**src/hdl/cts_pkg.sv**
```systemverilog
// Constants, types and register map of the charger thermal and step control block
package cts_pkg;

   // Register byte addresses (word aligned)
   localparam logic [7:0] CTS_OFS_CTRL = 8'h00;
   localparam logic [7:0] CTS_OFS_ZONE = 8'h04;
   localparam logic [7:0] CTS_OFS_STEP = 8'h08;
   localparam logic [7:0] CTS_OFS_STAT = 8'h0c;
   localparam logic [7:0] CTS_OFS_IFLG = 8'h10;
   localparam logic [7:0] CTS_OFS_IMSK = 8'h14;

   // Control register bit positions
   localparam int CTS_CTRL_CHG_EN = 0;
   localparam int CTS_CTRL_FRC_PCHG = 1;
   localparam int CTS_CTRL_PULLDOWN = 2;
   localparam int CTS_CTRL_THM_EN = 3;

   // Zone configuration field positions
   localparam int CTS_ZONE_CTL_LSB = 0;
   localparam int CTS_ZONE_COOL_V_LSB = 2;
   localparam int CTS_ZONE_ROOM_V_LSB = 4;
   localparam int CTS_ZONE_WARM_V_LSB = 6;
   localparam int CTS_ZONE_COOL_I = 8;
   localparam int CTS_ZONE_ROOM_I = 9;
   localparam int CTS_ZONE_WARM_I = 10;

   // Step configuration field positions
   localparam int CTS_STEP_RISE_LSB = 0;
   localparam int CTS_STEP_PCT_LSB = 8;
   localparam int CTS_STEP_HYS_LSB = 12;

   // Status register field positions
   localparam int CTS_STAT_STATE_LSB = 0;
   localparam int CTS_STAT_BAT_GOOD = 3;
   localparam int CTS_STAT_REG_DONE = 4;
   localparam int CTS_STAT_ZONE_LSB = 5;
   localparam int CTS_STAT_STEP_ACT = 8;

   // Interrupt flag positions
   localparam int CTS_INT_INPUT_VALID = 0;
   localparam int CTS_INT_ZONE = 1;
   localparam int CTS_INT_STATE = 2;
   localparam int CTS_INT_BAT_GOOD = 3;
   localparam int CTS_INT_W = 4;

   // Reset values
   localparam logic [3:0] CTS_RST_CTRL = 4'h0;
   localparam logic [10:0] CTS_RST_ZONE = 11'h000;
   localparam logic [7:0] CTS_RST_RISE = 8'hff;
   localparam logic [2:0] CTS_RST_PCT = 3'h7;
   localparam logic [3:0] CTS_RST_HYS = 4'h2;
   localparam logic [3:0] CTS_RST_IMSK = 4'h0;

   // Current levels in percent of full fast-charge current
   localparam logic [6:0] CTS_PCT_FULL = 7'h64;
   localparam logic [6:0] CTS_PCT_ZONE = 7'h32;
   localparam logic [6:0] CTS_PCT_STEP_BASE = 7'h1e;
   localparam logic [6:0] CTS_PCT_STEP_INC = 7'h0a;
   localparam logic [2:0] CTS_STEP_OFF_CODE = 3'h7;

   // Pin input vector positions
   localparam int CTS_PIN_THM_OPEN = 0;
   localparam int CTS_PIN_COLD = 1;
   localparam int CTS_PIN_COOL = 2;
   localparam int CTS_PIN_WARM = 3;
   localparam int CTS_PIN_HOT = 4;
   localparam int CTS_PIN_UVLO = 5;
   localparam int CTS_PIN_AT_REG = 6;
   localparam int CTS_PIN_LOW_PCHG = 7;
   localparam int CTS_PIN_IN_VALID = 8;
   localparam int CTS_PIN_W = 9;

   typedef enum logic [2:0] {
      CTS_ST_IDLE = 3'b000,
      CTS_ST_PCHG = 3'b001,
      CTS_ST_FAST = 3'b011,
      CTS_ST_MAINT = 3'b010,
      CTS_ST_INHIBIT = 3'b110
   } cts_state_t;

   typedef enum logic [2:0] {
      CTS_Z_OFF = 3'h0,
      CTS_Z_COLD = 3'h1,
      CTS_Z_COOL = 3'h2,
      CTS_Z_ROOM = 3'h3,
      CTS_Z_WARM = 3'h4,
      CTS_Z_HOT = 3'h5,
      CTS_Z_ABSENT = 3'h6
   } cts_zone_t;

   // Charger actuation outputs toward the analog charger
   typedef struct packed {
      logic charge_on;
      logic precharge;
      logic vreg_reduced;
      logic [6:0] current_pct;
   } cts_drive_t;

endpackage : cts_pkg

```
**src/hdl/cts_charger_control.sv**
```systemverilog
// Charger thermal zone, step charge and presence check control with Avalon-MM registers
// Summary of operation
// RULE1: Classify battery into one of five zones
// RULE2: Sample thermistor only while monitoring enabled
// RULE3: Cold, hot or no thermistor always inhibit
// RULE4: Cool, room, warm follow zone control field
// RULE5: Per-zone 2-bit select reduces regulation voltage
// RULE6: Per-zone select reduces fast-charge current
// RULE7: Zone control can inhibit cool and warm
// RULE8: Above step threshold, reduce fast-charge current
// RULE9: Step current is programmed percent of full
// RULE10: Step decision uses programmed voltage hysteresis
// RULE11: Step code 111 disables step reduction
// RULE12: Apply lower of zone and step currents
// RULE13: Charger state readable in status field
// RULE14: Pull-down control; battery good from undervoltage
// RULE15: Forced precharge with enable in one write
// RULE16: Regulation reached when battery at regulation
// RULE17: Host checks battery good using pull-down
// RULE18: Host treats regulation reached as absent
// RULE19: Interrupt low while unmasked flag; read clears
// RULE20: Step released below threshold minus hysteresis
//
// The implementer's own choices: the register addresses and register access over Avalon-MM.
`timescale 1ns/100ps
module cts_charger_control (
   input wire logic i_mclk,
   input wire logic i_nrst,
   input wire logic [7:0] i_address,
   input wire logic i_read,
   input wire logic i_write,
   input wire logic [3:0] i_byteenable,
   input wire logic [31:0] i_writedata,
   output logic [31:0] o_readdata,
   output logic o_waitrequest,
   input wire logic [cts_pkg::CTS_PIN_W-1:0] i_pins,
   input wire logic [7:0] i_vbat_code,
   output logic o_thermistor_pullup_supply,
   output logic o_battery_pulldown_enable,
   output cts_pkg::cts_drive_t o_drive,
   output logic o_int_n
);
   import cts_pkg::*;

   // Byte-lane merge for a write
   function automatic logic [31:0] cts_merge(input logic [31:0] old_v, input logic [31:0] new_v,
                                              input logic [3:0] be);
      logic [31:0] r;
      r = old_v;
      for (int b = 0; b < 4; b++) begin
         if (be[b]) begin
            r[b*8 +: 8] = new_v[b*8 +: 8];
         end
      end
      return r;
   endfunction : cts_merge

   // Step current percent from 3-bit code; code 7 gives full current
   function automatic logic [6:0] cts_step_pct(input logic [2:0] code);
      logic [6:0] p;
      p = CTS_PCT_STEP_BASE;
      for (int k = 0; k < 7; k++) begin
         if (k < int'(code)) begin
            p = p + CTS_PCT_STEP_INC;
         end
      end
      return p;
   endfunction : cts_step_pct

   // Three-stage synchroniser; value changes once stages two and three agree
   logic [CTS_PIN_W-1:0] sync1_reg;
   logic [CTS_PIN_W-1:0] sync2_reg;
   logic [CTS_PIN_W-1:0] sync3_reg;
   logic [CTS_PIN_W-1:0] pin_reg;

   genvar g;
   generate
      for (g = 0; g < CTS_PIN_W; g++) begin : g_sync
         always_ff @(posedge i_mclk or negedge i_nrst) begin
            if (!i_nrst) begin
               sync1_reg[g] <= 1'b0;
               sync2_reg[g] <= 1'b0;
               sync3_reg[g] <= 1'b0;
               pin_reg[g] <= 1'b0;
            end else begin
               sync1_reg[g] <= i_pins[g];
               sync2_reg[g] <= sync1_reg[g];
               sync3_reg[g] <= sync2_reg[g];
               if (sync2_reg[g] == sync3_reg[g]) begin
                  pin_reg[g] <= sync3_reg[g];
               end
            end
         end
      end
   endgenerate

   // Configuration
   logic [3:0] ctrl_reg;
   logic frc_active_reg;
   logic [10:0] zone_cfg_reg;

   // Step settings
   logic [7:0] step_rise_reg;
   logic [2:0] step_pct_reg;
   logic [3:0] step_hys_reg;

   // Interrupts
   logic [CTS_INT_W-1:0] int_flag_reg;
   logic [CTS_INT_W-1:0] int_mask_reg;

   // Bus answer
   logic ack_reg;
   logic [31:0] rdata_reg;

   // Zone and state
   cts_zone_t zone_reg;
   cts_zone_t zone_next;
   cts_state_t state_reg;
   cts_state_t state_next;

   // Status and drive
   logic step_act_reg;
   logic step_act_next;
   logic bat_good_reg;
   logic in_valid_reg;
   cts_drive_t drive_reg;
   cts_drive_t drive_next;

   // Bus decode: one wait cycle, then the access completes
   wire req = i_read | i_write;
   wire accept = req & ack_reg;

   // Writes land at the answer edge
   wire wr_ctrl = accept & i_write & (i_address == CTS_OFS_CTRL);
   wire wr_zone = accept & i_write & (i_address == CTS_OFS_ZONE);
   wire wr_step = accept & i_write & (i_address == CTS_OFS_STEP);
   wire wr_imsk = accept & i_write & (i_address == CTS_OFS_IMSK);
   wire rd_iflg = accept & i_read & (i_address == CTS_OFS_IFLG);
   assign o_waitrequest = req & ~ack_reg;

   wire [31:0] ctrl_new = cts_merge({28'h0000000, ctrl_reg}, i_writedata, i_byteenable);
   wire [31:0] zone_new = cts_merge({21'h000000, zone_cfg_reg}, i_writedata, i_byteenable);
   wire [31:0] step_new = cts_merge({16'h0000, step_hys_reg, 1'b0, step_pct_reg, step_rise_reg},
                                    i_writedata, i_byteenable);
   wire [31:0] imsk_new = cts_merge({28'h0000000, int_mask_reg}, i_writedata, i_byteenable);

   wire chg_en = ctrl_reg[CTS_CTRL_CHG_EN];
   wire thm_en = ctrl_reg[CTS_CTRL_THM_EN];
   wire [1:0] zone_ctl = zone_cfg_reg[CTS_ZONE_CTL_LSB +: 2];

   // Zone classification from synchronised comparator outputs
   wire thm_open = pin_reg[CTS_PIN_THM_OPEN];

   always_comb begin
      zone_next = zone_reg;
      if (!thm_en) begin
         zone_next = CTS_Z_OFF; // RULE2
      end else if (thm_open) begin
         zone_next = CTS_Z_ABSENT;
      end else if (pin_reg[CTS_PIN_COLD]) begin
         zone_next = CTS_Z_COLD; // RULE1
      end else if (pin_reg[CTS_PIN_HOT]) begin
         zone_next = CTS_Z_HOT;
      end else if (pin_reg[CTS_PIN_COOL]) begin
         zone_next = CTS_Z_COOL;
      end else if (pin_reg[CTS_PIN_WARM]) begin
         zone_next = CTS_Z_WARM;
      end else begin
         zone_next = CTS_Z_ROOM;
      end
   end

   // Zone effects; bit 0 of zone control applies the per-zone selects
   wire in_cool = (zone_reg == CTS_Z_COOL);
   wire in_room = (zone_reg == CTS_Z_ROOM);
   wire in_warm = (zone_reg == CTS_Z_WARM);
   wire hard_inhibit = (zone_reg == CTS_Z_COLD) | (zone_reg == CTS_Z_HOT)
                       | (zone_reg == CTS_Z_ABSENT); // RULE3
   wire soft_inhibit = zone_ctl[1] & (in_cool | in_warm); // RULE7
   wire zone_inhibit = hard_inhibit | soft_inhibit;

   // Bit 0 of each voltage select acts
   wire vreg_sel = (in_cool & zone_cfg_reg[CTS_ZONE_COOL_V_LSB])
                   | (in_room & zone_cfg_reg[CTS_ZONE_ROOM_V_LSB])
                   | (in_warm & zone_cfg_reg[CTS_ZONE_WARM_V_LSB]); // RULE5
   wire cur_sel = (in_cool & zone_cfg_reg[CTS_ZONE_COOL_I])
                  | (in_room & zone_cfg_reg[CTS_ZONE_ROOM_I])
                  | (in_warm & zone_cfg_reg[CTS_ZONE_WARM_I]); // RULE6

   wire zone_vreg_red = zone_ctl[0] & vreg_sel; // RULE4
   wire zone_cur_red = zone_ctl[0] & cur_sel; // RULE4

   // Step charge with hysteresis; release point saturates at zero
   wire [7:0] step_fall = (step_rise_reg > {4'h0, step_hys_reg})
                          ? step_rise_reg - {4'h0, step_hys_reg} : 8'h00;

   // Equal to the threshold keeps the decision
   always_comb begin
      step_act_next = step_act_reg;
      if (step_pct_reg == CTS_STEP_OFF_CODE) begin
         step_act_next = 1'b0; // RULE11
      end else if (i_vbat_code > step_rise_reg) begin
         step_act_next = 1'b1; // RULE8
      end else if (i_vbat_code < step_fall) begin
         step_act_next = 1'b0; // RULE10 RULE20
      end
   end

   // Lower of the two reductions wins
   wire [6:0] step_cur = step_act_reg ? cts_step_pct(step_pct_reg) : CTS_PCT_FULL; // RULE9
   wire [6:0] zone_cur = zone_cur_red ? CTS_PCT_ZONE : CTS_PCT_FULL;
   wire [6:0] min_cur = (step_cur < zone_cur) ? step_cur : zone_cur; // RULE12

   // Charger state machine
   wire at_reg = pin_reg[CTS_PIN_AT_REG];

   always_comb begin
      state_next = state_reg;
      case (state_reg)
         CTS_ST_IDLE, CTS_ST_PCHG, CTS_ST_FAST, CTS_ST_MAINT, CTS_ST_INHIBIT: begin
            if (!chg_en) begin
               state_next = CTS_ST_IDLE;
            end else if (zone_inhibit) begin
               state_next = CTS_ST_INHIBIT; // RULE3
            end else if (frc_active_reg | pin_reg[CTS_PIN_LOW_PCHG]) begin
               state_next = CTS_ST_PCHG; // RULE15
            end else if (at_reg) begin
               state_next = CTS_ST_MAINT;
            end else begin
               state_next = CTS_ST_FAST;
            end
         end
         default: begin
            state_next = CTS_ST_IDLE;
         end
      endcase
   end

   always_comb begin
      drive_next.charge_on = (state_next == CTS_ST_PCHG) | (state_next == CTS_ST_FAST)
                             | (state_next == CTS_ST_MAINT);
      drive_next.precharge = (state_next == CTS_ST_PCHG);
      drive_next.vreg_reduced = zone_vreg_red;
      drive_next.current_pct = min_cur;
   end

   // Status word and read mux
   wire [31:0] stat_word = {23'h000000, step_act_reg, zone_reg, at_reg, bat_good_reg,
                            state_reg}; // RULE13 RULE16
   wire [31:0] rd_mux = (i_address == CTS_OFS_CTRL) ? {28'h0000000, ctrl_reg}
                      : (i_address == CTS_OFS_ZONE) ? {21'h000000, zone_cfg_reg}
                      : (i_address == CTS_OFS_STEP) ? {16'h0000, step_hys_reg, 1'b0,
                                                       step_pct_reg, step_rise_reg}
                      : (i_address == CTS_OFS_STAT) ? stat_word
                      : (i_address == CTS_OFS_IFLG) ? {28'h0000000, int_flag_reg}
                      : (i_address == CTS_OFS_IMSK) ? {28'h0000000, int_mask_reg}
                      : 32'h00000000;

   // Interrupt events; a new event beats a clear-on-read in the same cycle
   wire bat_good_now = ~pin_reg[CTS_PIN_UVLO]; // RULE14
   wire [CTS_INT_W-1:0] int_evt = {(bat_good_now != bat_good_reg),
                                   (state_next != state_reg),
                                   (zone_next != zone_reg),
                                   (pin_reg[CTS_PIN_IN_VALID] & ~in_valid_reg)};
   // Clear only the flags that the read returned
   wire [CTS_INT_W-1:0] int_clr = rd_iflg ? rdata_reg[CTS_INT_W-1:0] : 4'h0;
   wire [CTS_INT_W-1:0] int_next = int_evt | (int_flag_reg & ~int_clr); // RULE19

   // Bus handshake and read data
   always_ff @(posedge i_mclk or negedge i_nrst) begin
      if (!i_nrst) begin
         ack_reg <= 1'b0;
         rdata_reg <= 32'h00000000;
      end else begin
         ack_reg <= req & ~ack_reg;
         if (req & ~ack_reg) begin
            rdata_reg <= rd_mux;
         end
      end
   end
   assign o_readdata = rdata_reg;

   // Host-written configuration
   always_ff @(posedge i_mclk or negedge i_nrst) begin
      if (!i_nrst) begin
         ctrl_reg <= CTS_RST_CTRL;
         frc_active_reg <= 1'b0;
         zone_cfg_reg <= CTS_RST_ZONE;
         step_rise_reg <= CTS_RST_RISE;
         step_pct_reg <= CTS_RST_PCT;
         step_hys_reg <= CTS_RST_HYS;
         int_mask_reg <= CTS_RST_IMSK;
      end else begin
         if (wr_ctrl) begin
            ctrl_reg <= ctrl_new[3:0];
            // Forcing needs both bits in one access; dropping either ends it
            frc_active_reg <= ctrl_new[CTS_CTRL_FRC_PCHG] & ctrl_new[CTS_CTRL_CHG_EN]
                              & (frc_active_reg | i_writedata[CTS_CTRL_FRC_PCHG]); // RULE15
         end

         if (wr_zone) begin
            zone_cfg_reg <= zone_new[10:0];
         end

         if (wr_step) begin
            step_rise_reg <= step_new[CTS_STEP_RISE_LSB +: 8];
            step_pct_reg <= step_new[CTS_STEP_PCT_LSB +: 3];
            step_hys_reg <= step_new[CTS_STEP_HYS_LSB +: 4];
         end

         if (wr_imsk) begin
            int_mask_reg <= imsk_new[CTS_INT_W-1:0];
         end
      end
   end

   // Block state
   always_ff @(posedge i_mclk or negedge i_nrst) begin
      if (!i_nrst) begin
         zone_reg <= CTS_Z_OFF;
         state_reg <= CTS_ST_IDLE;
         step_act_reg <= 1'b0;
         bat_good_reg <= 1'b0;
         in_valid_reg <= 1'b0;
         int_flag_reg <= 4'h0;
         drive_reg <= '0;
      end else begin
         zone_reg <= zone_next;
         state_reg <= state_next;
         step_act_reg <= step_act_next;
         bat_good_reg <= bat_good_now;
         in_valid_reg <= pin_reg[CTS_PIN_IN_VALID];
         int_flag_reg <= int_next;
         drive_reg <= drive_next;
      end
   end

   // Pull-up supply powers the divider only while monitoring is on
   assign o_thermistor_pullup_supply = thm_en; // RULE2
   assign o_battery_pulldown_enable = ctrl_reg[CTS_CTRL_PULLDOWN]; // RULE14
   assign o_drive = drive_reg;

   assign o_int_n = ~|(int_flag_reg & int_mask_reg); // RULE19

endmodule : cts_charger_control

```
**config.mk**
```make
export PLATFORM = sky130hd
export DESIGN_NAME = cts_charger_control
export DESIGN_NICKNAME = d
export VERILOG_FILES = /design/src/hdl/cts_pkg.sv /design/src/hdl/cts_charger_control.sv
export SDC_FILE = /design/constraint.sdc
export NUM_CORES = 1
export LEC_CHECK = 0
export ABC_AREA = 1
export ABC_CLOCK_PERIOD_IN_PS = 3100
export BUFFER_PORTS_ARGS = -buffer_cell sky130_fd_sc_hd__clkbuf_2
export CAP_MARGIN = 10
export CORE_ASPECT_RATIO = 0.75
export CORE_MARGIN = 3
export CORE_UTILIZATION = 55
export DETAILED_ROUTE_END_ITERATION = 12
export PLACE_DENSITY = 0.77
export SLEW_MARGIN = 15
export SYNTH_ARGS = -nofsm -noshare
export SYNTH_HDL_FRONTEND = slang
export SYNTH_SLANG_ARGS = --single-unit
```
**constraint.sdc**
```tcl
create_clock -name i_mclk -period 3.1 [get_ports i_mclk]
set_input_delay 0.155 -clock i_mclk [delete_from_list [all_inputs] [get_ports i_mclk]]
set_output_delay 0.155 -clock i_mclk [all_outputs]
set_load 0.005 [all_outputs]
```
* Yosys cells after proc, flatten, opt, wreduce, memory -nomap -nowiden
Cells that the tools add are included.
** Cells by class
- $add $sub $neg :: 7
- $lt $le $gt $ge :: 11
- Equality and inequality tests :: 31
- Multiplexer cells :: 33
- Bitwise operators :: 41
- Reduce and logical (&&, ||, !) cells :: 12
** Operator list (number)
- $mux W7 :: 9
- $mux W16 :: 3
- $add A7 B4 Y7 const B :: 6
- $mux W3 :: 9
- $and A1 B1 Y1 :: 21
- $eq A3 B2 Y1 const B :: 6
- $eq A8 B4 Y1 const B :: 2
- $eq A8 B5 Y1 const B :: 2
- $eq A3 B3 Y1 const B :: 5
- $or A1 B1 Y1 :: 13
- $mux W4 :: 3
- $reduce_and A2 Y1 :: 6
- $eq A1 B1 Y1 :: 9
- $eq A3 B1 Y1 const B :: 3
- $lt A3 B3 Y1 const A :: 3
- $mux W9 :: 1
- $and A4 B4 Y4 :: 2
- $eq A8 B3 Y1 const B :: 1
- $gt A8 B4 Y1 :: 1
- $gt A8 B8 Y1 :: 1
- $logic_not A8 Y1 :: 1
- $lt A8 B8 Y1 :: 1
- $mux W8 :: 1
- $sub A8 B4 Y8 :: 1
- other kinds (16) :: 25
** Word-level totals
- Flip-flop bits (word level) :: 127
- Bits of input ports :: 65
- Output and inout bits :: 46

* Depth between registers and ports, before layout
Gate-level depths: netlist (run 1).
- Depth after elaboration :: 17
- Mapped depth :: 18
- Gate-level depth less buffers :: 18

* Worst setup path after synthesis (run 1)
Ideal clock, no wire load.
- Path kind :: reg2reg
- Start point :: reg step_rise_reg[0]
- End point :: reg step_act_reg
- Library setup time :: 121 ps
- Arrival :: 2511 ps
- Data required time :: 2979 ps
- Setup slack :: 468 ps
- Stages on the path, launching flop included :: 17
- Path buffers :: 0
- Clock period less this slack :: 2632 ps
- Cell sequence :: dfstp_2 > inv_1 > ha_1 > inv_1 > fa_1 > inv_1 > nor2_1 > nor2_1 > o21ai_0 > nand3_1 > ha_1 > a21oi_1 > nor2_1 > a211oi_1 > nand2_1 > nand2_1 > nand2_1
** On the way
- Cells in the longest elaborated chain, start to end :: 4
- Elaborated cells between the ends (all ways) :: 8
** Ends and longest elaborated chain
- from (decl) :: line cts_charger_control.sv:103 : logic [7:0] step_rise_reg;
- from (signal assigned) :: line cts_charger_control.sv:306 : step_rise_reg <= step_new[CTS_STEP_RISE_LSB +: 8];
- $sub A8 B4 Y8 / $gt A8 B4 Y1 (equally long branches) :: line cts_charger_control.sv:195, cts_charger_control.sv:194
- $mux W8 :: line cts_charger_control.sv:195 : ? step_rise_reg - {4'h0, step_hys_reg} : 8'h00;
- $lt A8 B8 Y1 :: line cts_charger_control.sv:204 : end else if (i_vbat_code < step_fall) begin
- $reduce_bool A3 Y1 (no line)
- to (signal assigned) :: line cts_charger_control.sv:330 : step_act_reg <= step_act_next;
- to (decl) :: line cts_charger_control.sv:122 : logic step_act_reg;
Parallel ways exist; a longest one is shown, timed or not.
A chain may end at the register's enable or synchronous reset.

* Worst setup path in the final report (run 1)
- Start point :: reg step_hys_reg[1]
- End point :: reg step_act_reg
** On the way
- Cells in the longest elaborated chain, start to end :: 4
- Elaborated cells between the ends (all ways) :: 5
** Ends and longest elaborated chain
- from (decl) :: line cts_charger_control.sv:105 : logic [3:0] step_hys_reg;
- from (signal assigned) :: line cts_charger_control.sv:308 : step_hys_reg <= step_new[CTS_STEP_HYS_LSB +: 4];
- $sub A8 B4 Y8 / $gt A8 B4 Y1 (equally long branches) :: line cts_charger_control.sv:195, cts_charger_control.sv:194
- $mux W8 (*) :: line cts_charger_control.sv:195
- $lt A8 B8 Y1 (*) :: line cts_charger_control.sv:204
- $reduce_bool A3 Y1 (no line) (*)
Every way passes the cells marked *; elsewhere a longest branch is shown, timed or not.

==> results of run 1 <==
-- metrics by stage --
stage          util [%]  std cells
2_1_floorplan         -        629
3_3_place_gp       62.9        808
3_5_place_dp       62.9        808
4_1_cts            67.5        834
5_1_grt            67.5        834
6_report           67.5        834
-- repair_timing --
item / in CTS / in global routing
buffers inserted: 0 / 0
hold endpoints to repair: 106 / 0
gates resized for setup: 1 / 2
endpoints found under the setup margin: 1 / 1
hold buffers: 10 / 0
-- routing by layer --
metal	up-vias	global-route usage, %	wire (um)
met2	159	36.9	5610
met4	0	5.75	186
met5	-	0	0
met1	2015	34.0	5480
li1	2112	-	-
met3	21	5.43	958
-- synth_stat cells, drive strengths merged --
cell type    n
o221ai       1
a22o         1
nor3         5
nor2        46
nand2      147
a211oi       2
or2          5
a21oi       22
maj3         9
xor2         4
clkinv       3
dfstp       12
ha          23
dfrtp       97
nand4        9
a221oi       1
buf         22
inv         89
conb         1
o21ai       66
fa           1
o22ai        4
o211ai       6
nand3b       1
nand3       33
clkbuf       2
-- power by group --
group | internal, mW | switching [mW] | leakage, nW
Clock | 0.657 | 0.568 | 0.156
Sequential | 1.48 | 0.0368 | 1.30
Combinational | 0.105 | 0.172 | 1.72
Total | 2.24 | 0.778 | 3.18
-- critical path, cell delays in order (launching register included) --
cell and delay, ps:
dfstp_2 520, inv_1 80, ha_1 310, nand2_1 50, nor2_1 90, a211oi_1 60, or2_2 290, nand3_1 140
inv_1 80, nand2_1 60, nand3_1 80, ha_1 320, a21oi_1 150, nor2_1 60, a211oi_1 190, nand2_1 120
nand2_1 70, nand2_1 50
-- cell families (layout without fill, tap and decap cells) --
family / count (synthesis) / count (layout)
buffers and inverters: 116 / 193
and+or+nand+nor: 246 / 246
AOI/OAI and AO/OA: 103 / 103
DFF: 109 / 109
other: 1 / 18
adders and majority gates: 33 / 33
xor gates and xnor gates: 4 / 4
-- worst paths after layout --
kind / startpoint / end / slack (ps)
min in group asynchronous: i_nrst / sync3_reg[6]$_DFF_PN0_ / 390
setup / recovery: step_hys_reg[1]$_DFFE_PN1P_ / step_act_reg$_DFFE_PN0P_ / 270
setup reg to reg: step_hys_reg[1]$_DFFE_PN1P_ / step_act_reg$_DFFE_PN0P_ / 270
hold / removal: i_writedata[7] / step_rise_reg[7]$_DFFE_PN1P_ / 30
hold reg to reg: sync1_reg[0]$_DFF_PN0_ / sync2_reg[0]$_DFF_PN0_ / 350
max in group asynchronous: i_nrst / sync2_reg[0]$_DFF_PN0_ / 2250
-- area by class of cell --
| cell class | instances | area (um2) | area share [%] |
|---|---|---|---|
| Timing Repair Buffer | 85 | 495 | 7.88 |
| Tap cell | 128 | 160 | 2.55 |
| Clock buffer | 9 | 225 | 3.58 |
| Sequential cell | 109 | 2740 | 43.6 |
| Clock inverter | 7 | 98.8 | 1.57 |
| Multi-Input combinational cell | 404 | 2220 | 35.3 |
| Inverter | 92 | 347 | 5.51 |
==> results.sh, run 1 <==
export IMPL_yosysTopAreaCellShare_pct=44.8
export IMPL_holdWs_ps=27.3
export IMPL_synthMuxAreaShare_pct=0
export IMPL_area_delta_synth_final_pct=16.1
export IMPL_cp_end_kind="register"
export IMPL_ant_nets=0
export IMPL_rows=30
export IMPL_dpl_cell_area_um2=5860
export IMPL_grt_pass1_vias=4207
export IMPL_dp_slack_ps=9.49
export IMPL_ir_drop_uv=416
export IMPL_core_area_um2=9310
export IMPL_yosysSeqAreaShare_pct=50.6
export IMPL_worstSetupPathType="reg -> reg"
export IMPL_wl_um=12200
export IMPL_ios=111
export IMPL_synth_simple_area_share_pct=20.9
export IMPL_nNetsFinal=790
export IMPL_worst_slack_ps=266
export IMPL_final_common_cell="nand2_1"
export IMPL_worst_pin_slew_ps=568
export IMPL_hpwl_um=9260
export IMPL_largest_register_ffs=15
export IMPL_initialDrtViolationCount=352
export IMPL_cts_buffers=9
export IMPL_grt_max_degree=110
export IMPL_avgRoutedWirePerCell_um=14.7
export IMPL_crit_fanout=4
export IMPL_clk_path_buf_depth=2
export IMPL_grt_pass1_wl_um=20700
export IMPL_critPathRequiredTime_ps=3330
export IMPL_yosys_warnings=0
export IMPL_power_density_nw_per_um2=481
export IMPL_gp_congestion=0.881
export IMPL_drc_errors=0
export IMPL_hold_path_depth=3
export IMPL_yosysUniqueCellTypes=42
export IMPL_synth_area_leaders="dfrtp_1 45%, nand2_1 9.8%, dfstp_2 5.8%"
export IMPL_start_util_pct=58.2
export IMPL_clk_pin_slew_ps=80
export IMPL_rsz0062_at_grt="false"
export IMPL_final_cell_mix="142 x nand2_1, 97 x dfrtp_1, 82 x inv_1, 72 x clkbuf_2"
export IMPL_cts_htree_levels=3
export IMPL_num_vias=4307
export IMPL_hp_class="in -> reg"
export IMPL_skew_ps=9.62
export IMPL_synth_top_area_cell="dfrtp_1"
export IMPL_hold_viol=0
export IMPL_synthXorXnorAreaFrac_pct=0.647
export IMPL_finalCritPeriodShare_pct=91.4
export IMPL_syn_inst=612
export IMPL_finalCriticalPeriod_ps=2830
export IMPL_cts_tree="done"
export IMPL_fill_cells=772
export IMPL_die_area_um2=11100
export IMPL_grt_ovfl_total=0
export IMPL_synth_fa_ha_area_share_pct=7.35
export IMPL_num_antenna_cells=0
export IMPL_p_leak_nw=3.18
export IMPL_via_per_inst=5.16
export IMPL_power_mw=3.02
export IMPL_track_usage_pct=23.7
export IMPL_relSlewSlack_pct=61.9
export IMPL_final_max_slew_viol_count=0
export IMPL_status="finished, final reports clean"
export IMPL_synth_compound_area_share_pct=10.7
export IMPL_port_buffers=73
export IMPL_synth_top_family_by_area="simple AND/OR/NAND/NOR gates"
export IMPL_drv_cap=0
export IMPL_synth_seq_cells=109
export IMPL_final_area_um2=6290
export IMPL_cp_start_kind="register"
export IMPL_clkLatencyLatePin_ps=350
export IMPL_grt_antenna_before_repair=0
export IMPL_dr_pass1_iters=4
export IMPL_die_w_um=121
export IMPL_clock_sinks=109
export IMPL_avgSynthCellArea_um2=8.85
export IMPL_fmax_mhz=353
export IMPL_die_height_um=91.9
export IMPL_finalSetupViolCount=0
export IMPL_drive_gt1_share_pct=20.3
export IMPL_arrival_ps=3070
export IMPL_synth_area_um2=5420
export IMPL_setup_tns_ps=0
export IMPL_cts_root_buf="clkbuf_16"
export IMPL_reg2reg_depth=17
No activity file was read; power rests on OpenSTA's default activity.
==> run 2: changes to the inputs <==
--- a/config.mk
+++ b/config.mk
@@ -5,15 +5,14 @@
 export SDC_FILE = /design/constraint.sdc
 export NUM_CORES = 1
 export LEC_CHECK = 0
-export ABC_AREA = 1
 export ABC_CLOCK_PERIOD_IN_PS = 3100
-export BUFFER_PORTS_ARGS = -buffer_cell sky130_fd_sc_hd__clkbuf_2
 export CAP_MARGIN = 10
 export CORE_ASPECT_RATIO = 0.75
 export CORE_MARGIN = 3
-export CORE_UTILIZATION = 55
+export CORE_UTILIZATION = 50
 export DETAILED_ROUTE_END_ITERATION = 12
-export PLACE_DENSITY = 0.77
+export DONT_BUFFER_PORTS = 1
+export PLACE_DENSITY = 0.62
 export SLEW_MARGIN = 15
 export SYNTH_ARGS = -nofsm -noshare
 export SYNTH_HDL_FRONTEND = slang
==> results.sh, run 2 <==
export IMPL_cp_end_kind="register"
export IMPL_syn_inst=511
export IMPL_dr_pass1_iters=5
export IMPL_final_max_slew_viol_count=0
export IMPL_wl_um=12200
export IMPL_min_to="frc_active_reg$_DFFE_PN0P_"
export IMPL_skew_ps=6.95
export IMPL_ios=111
export IMPL_synth_simple_area_share_pct=14.4
export IMPL_ant_nets=0
export IMPL_setup_tns_ps=0
export IMPL_hp_start="i_writedata[1]"
export IMPL_holdWs_ps=9.52
export IMPL_initialDrtViolationCount=318
export IMPL_finalCritPeriodShare_pct=92.4
export IMPL_hpwl_um=8870
export IMPL_clkLatencyLatePin_ps=350
export IMPL_hold_path_depth=2
export IMPL_core_area_um2=10500
export IMPL_synth_seq_cells=109
export IMPL_finalSetupViolCount=0
export IMPL_final_cell_mix="97 x dfrtp_1, 45 x nand2_1, 28 x o21ai_0, 28 x a21oi_1, 27 x inv_1"
export IMPL_grt_pass1_wl_um=19700
export IMPL_cp_start_kind="register"
export IMPL_clk_path_buf_depth=2
export IMPL_ir_drop_uv=277
export IMPL_yosys_warnings=0
export IMPL_track_usage_pct=20.8
export IMPL_avgSynthCellArea_um2=10.6
export IMPL_cts_buffers=9
export IMPL_rsz0062_at_grt="false"
export IMPL_yosysMostFrequentCell="dfrtp_1"
export IMPL_relSlewSlack_pct=61.5
export IMPL_num_antenna_cells=0
export IMPL_hp_class="in -> reg"
export IMPL_power_density_nw_per_um2=488
export IMPL_largest_register_ffs=15
export IMPL_worstSetupPathType="reg -> reg"
export IMPL_ys_flop_type="dfrtp_1"
export IMPL_gp_congestion=0.881
export IMPL_synth_commonest_cells="97 x dfrtp_1, 45 x nand2_1, 28 x a21oi_1, 28 x o21ai_0, 27 x inv_1"
export IMPL_synth_area_leaders="dfrtp_1 45%, dfstp_2 5.8%, ha_1 5.3%"
export IMPL_via_per_inst=5.77
export IMPL_synth_compound_area_share_pct=13.6
export IMPL_critPathRequiredTime_ps=3320
export IMPL_worst_pin_slew_ps=574
export IMPL_fill_cells=886
export IMPL_die_w_um=126
export IMPL_clock_sinks=109
export IMPL_multi_input_area_um2=2440
export IMPL_drive_gt1_share_pct=11.3
export IMPL_nNetsFinal=624
export IMPL_r2r_end="step_act_reg$_DFFE_PN0P_"
export IMPL_num_vias=3899
export IMPL_use_met2_pct=31.7
export IMPL_status="finished, final reports clean"
export IMPL_synth_top_family_by_area="simple AND/OR/NAND/NOR gates"
export IMPL_grt_max_degree=110
export IMPL_hold_viol=0
export IMPL_area_delta_synth_final_pct=12.2
export IMPL_synth_edf_count=0
export IMPL_clk_pin_slew_ps=70
export IMPL_cts_htree_levels=3
export IMPL_worst_slack_ps=235
export IMPL_async_flop_share_pct=100
export IMPL_yosysTopAreaCellShare_pct=44.7
export IMPL_synthMuxAreaShare_pct=7.35
export IMPL_reg2reg_depth=13
export IMPL_regArea_um2=2740
export IMPL_rows=32
export IMPL_yosysUniqueCellTypes=61
export IMPL_die_area_um2=12200
export IMPL_grt_pass1_vias=3774
export IMPL_fmax_mhz=349
export IMPL_ff2ff_setup_slack_ps=230
export IMPL_grt_antenna_before_repair=0
export IMPL_drv_cap=0
export IMPL_r2r_start="step_rise_reg[0]$_DFFE_PN1P_"
export IMPL_crit_fanout=5
export IMPL_synth_top_area_cell="dfrtp_1"
export IMPL_finalCriticalPeriod_ps=2870
export IMPL_start_util_pct=51.9
export IMPL_power_mw=2.97
export IMPL_arrival_ps=3090
export IMPL_met1_usage_pct=30.2
export IMPL_met3_usage_pct=5.10
export IMPL_port_buffers=0
export IMPL_dp_slack_ps=233
export IMPL_cts_root_buf="clkbuf_16"
export IMPL_die_height_um=96.2
export IMPL_cts_tree="done"
export IMPL_avgRoutedWirePerCell_um=18.1
export IMPL_final_common_cell="dfrtp_1"
export IMPL_post_cts_buffers=0
export IMPL_synth_area_um2=5430
export IMPL_synth_fa_ha_area_share_pct=7.51
export IMPL_synthXorXnorAreaFrac_pct=0.807
export IMPL_p_leak_nw=2.72
export IMPL_grt_busiest_layer="met2"
export IMPL_grt_ovfl_total=0
export IMPL_drc_errors=0
export IMPL_yosysSeqAreaShare_pct=50.5
## run 2: cell families (layout without fill, tap and decap cells)
kind of cell,after synthesis,after routing
compound gates,117,117
mux,36,36
other cells,1,18
flops,109,109
fa+ha+maj,34,34
simple gates,147,147
xor+xnor,5,5
buf+inv,62,74
## run 2: per-layer routing
layer,wire length [um],vias to the layer above,share of wire (%)
met5,0,-,0
met4,92,0,0.75
met3,741,8,6.1
met2,5460,130,45
met1,5950,1928,49
li1,-,1833,-
## run 2: worst max-delay path by stage
stage	start	slack [ps]	end	cells after the start
floorplan	step_pct_reg[0]$_DFFE_PN1P_	250	o_drive[4]$_DFF_PN0_	11
global route	step_rise_reg[0]$_DFFE_PN1P_	10	step_act_reg$_DFFE_PN0P_	14
finish	step_rise_reg[0]$_DFFE_PN1P_	230	step_act_reg$_DFFE_PN0P_	13
global placement	step_pct_reg[1]$_DFFE_PN1P_	300	o_drive[4]$_DFF_PN0_	10
CTS	step_pct_reg[1]$_DFFE_PN1P_	200	o_drive[4]$_DFF_PN0_	10
detailed placement	step_pct_reg[1]$_DFFE_PN1P_	230	o_drive[4]$_DFF_PN0_	10
## run 2: worst max-delay path: stages, from the launching register on
cell      delay (ps)
dfstp_2          560
inv_1             60
ha_1             200
inv_1             70
fa_1             210
a21oi_1           90
o21bai_1         270
a21o_1           250
o21ai_0          130
ha_1             310
a21o_1           180
a21o_1           160
a21oi_1          150
o211ai_1          90
## run 2: power by group
part | leakage, nW | internal, mW | total (mW) | switching (mW)
registers | 1.35 | 1.48 | 1.52 | 0.0467
clock network | 0.146 | 0.712 | 1.23 | 0.514
logic | 1.23 | 0.0917 | 0.220 | 0.128
## run 2: metrics by stage
| step | util, % | area, um2 | cells |
|---|---|---|---|
| after detailed placement | 52.5 | 5490 | 634 |
| after floorplan | - | 5490 | 528 |
| after CTS | 58.2 | 6080 | 676 |
| after global routing | 58.3 | 6090 | 676 |
| final | 58.3 | 6090 | 676 |
| after global placement | 52.5 | 5490 | 634 |
## run 2: what timing repair did
| action | CTS | global route |
|---|---|---|
| hold buffers | 26 | 0 |
| hold endpoints to repair | 152 | 0 |
| resized for setup | 0 | 1 |
| setup endpoints to repair | 0 | 3 |
## run 2: final cells by class
type	instances	share of cell area, %
clock inverter	5	1.38
tap	136	2.79
multi-input combinational	357	40.1
timing repair buffer	31	5.18
sequential	109	45.0
clock buffer	11	3.82
inverter	27	1.66
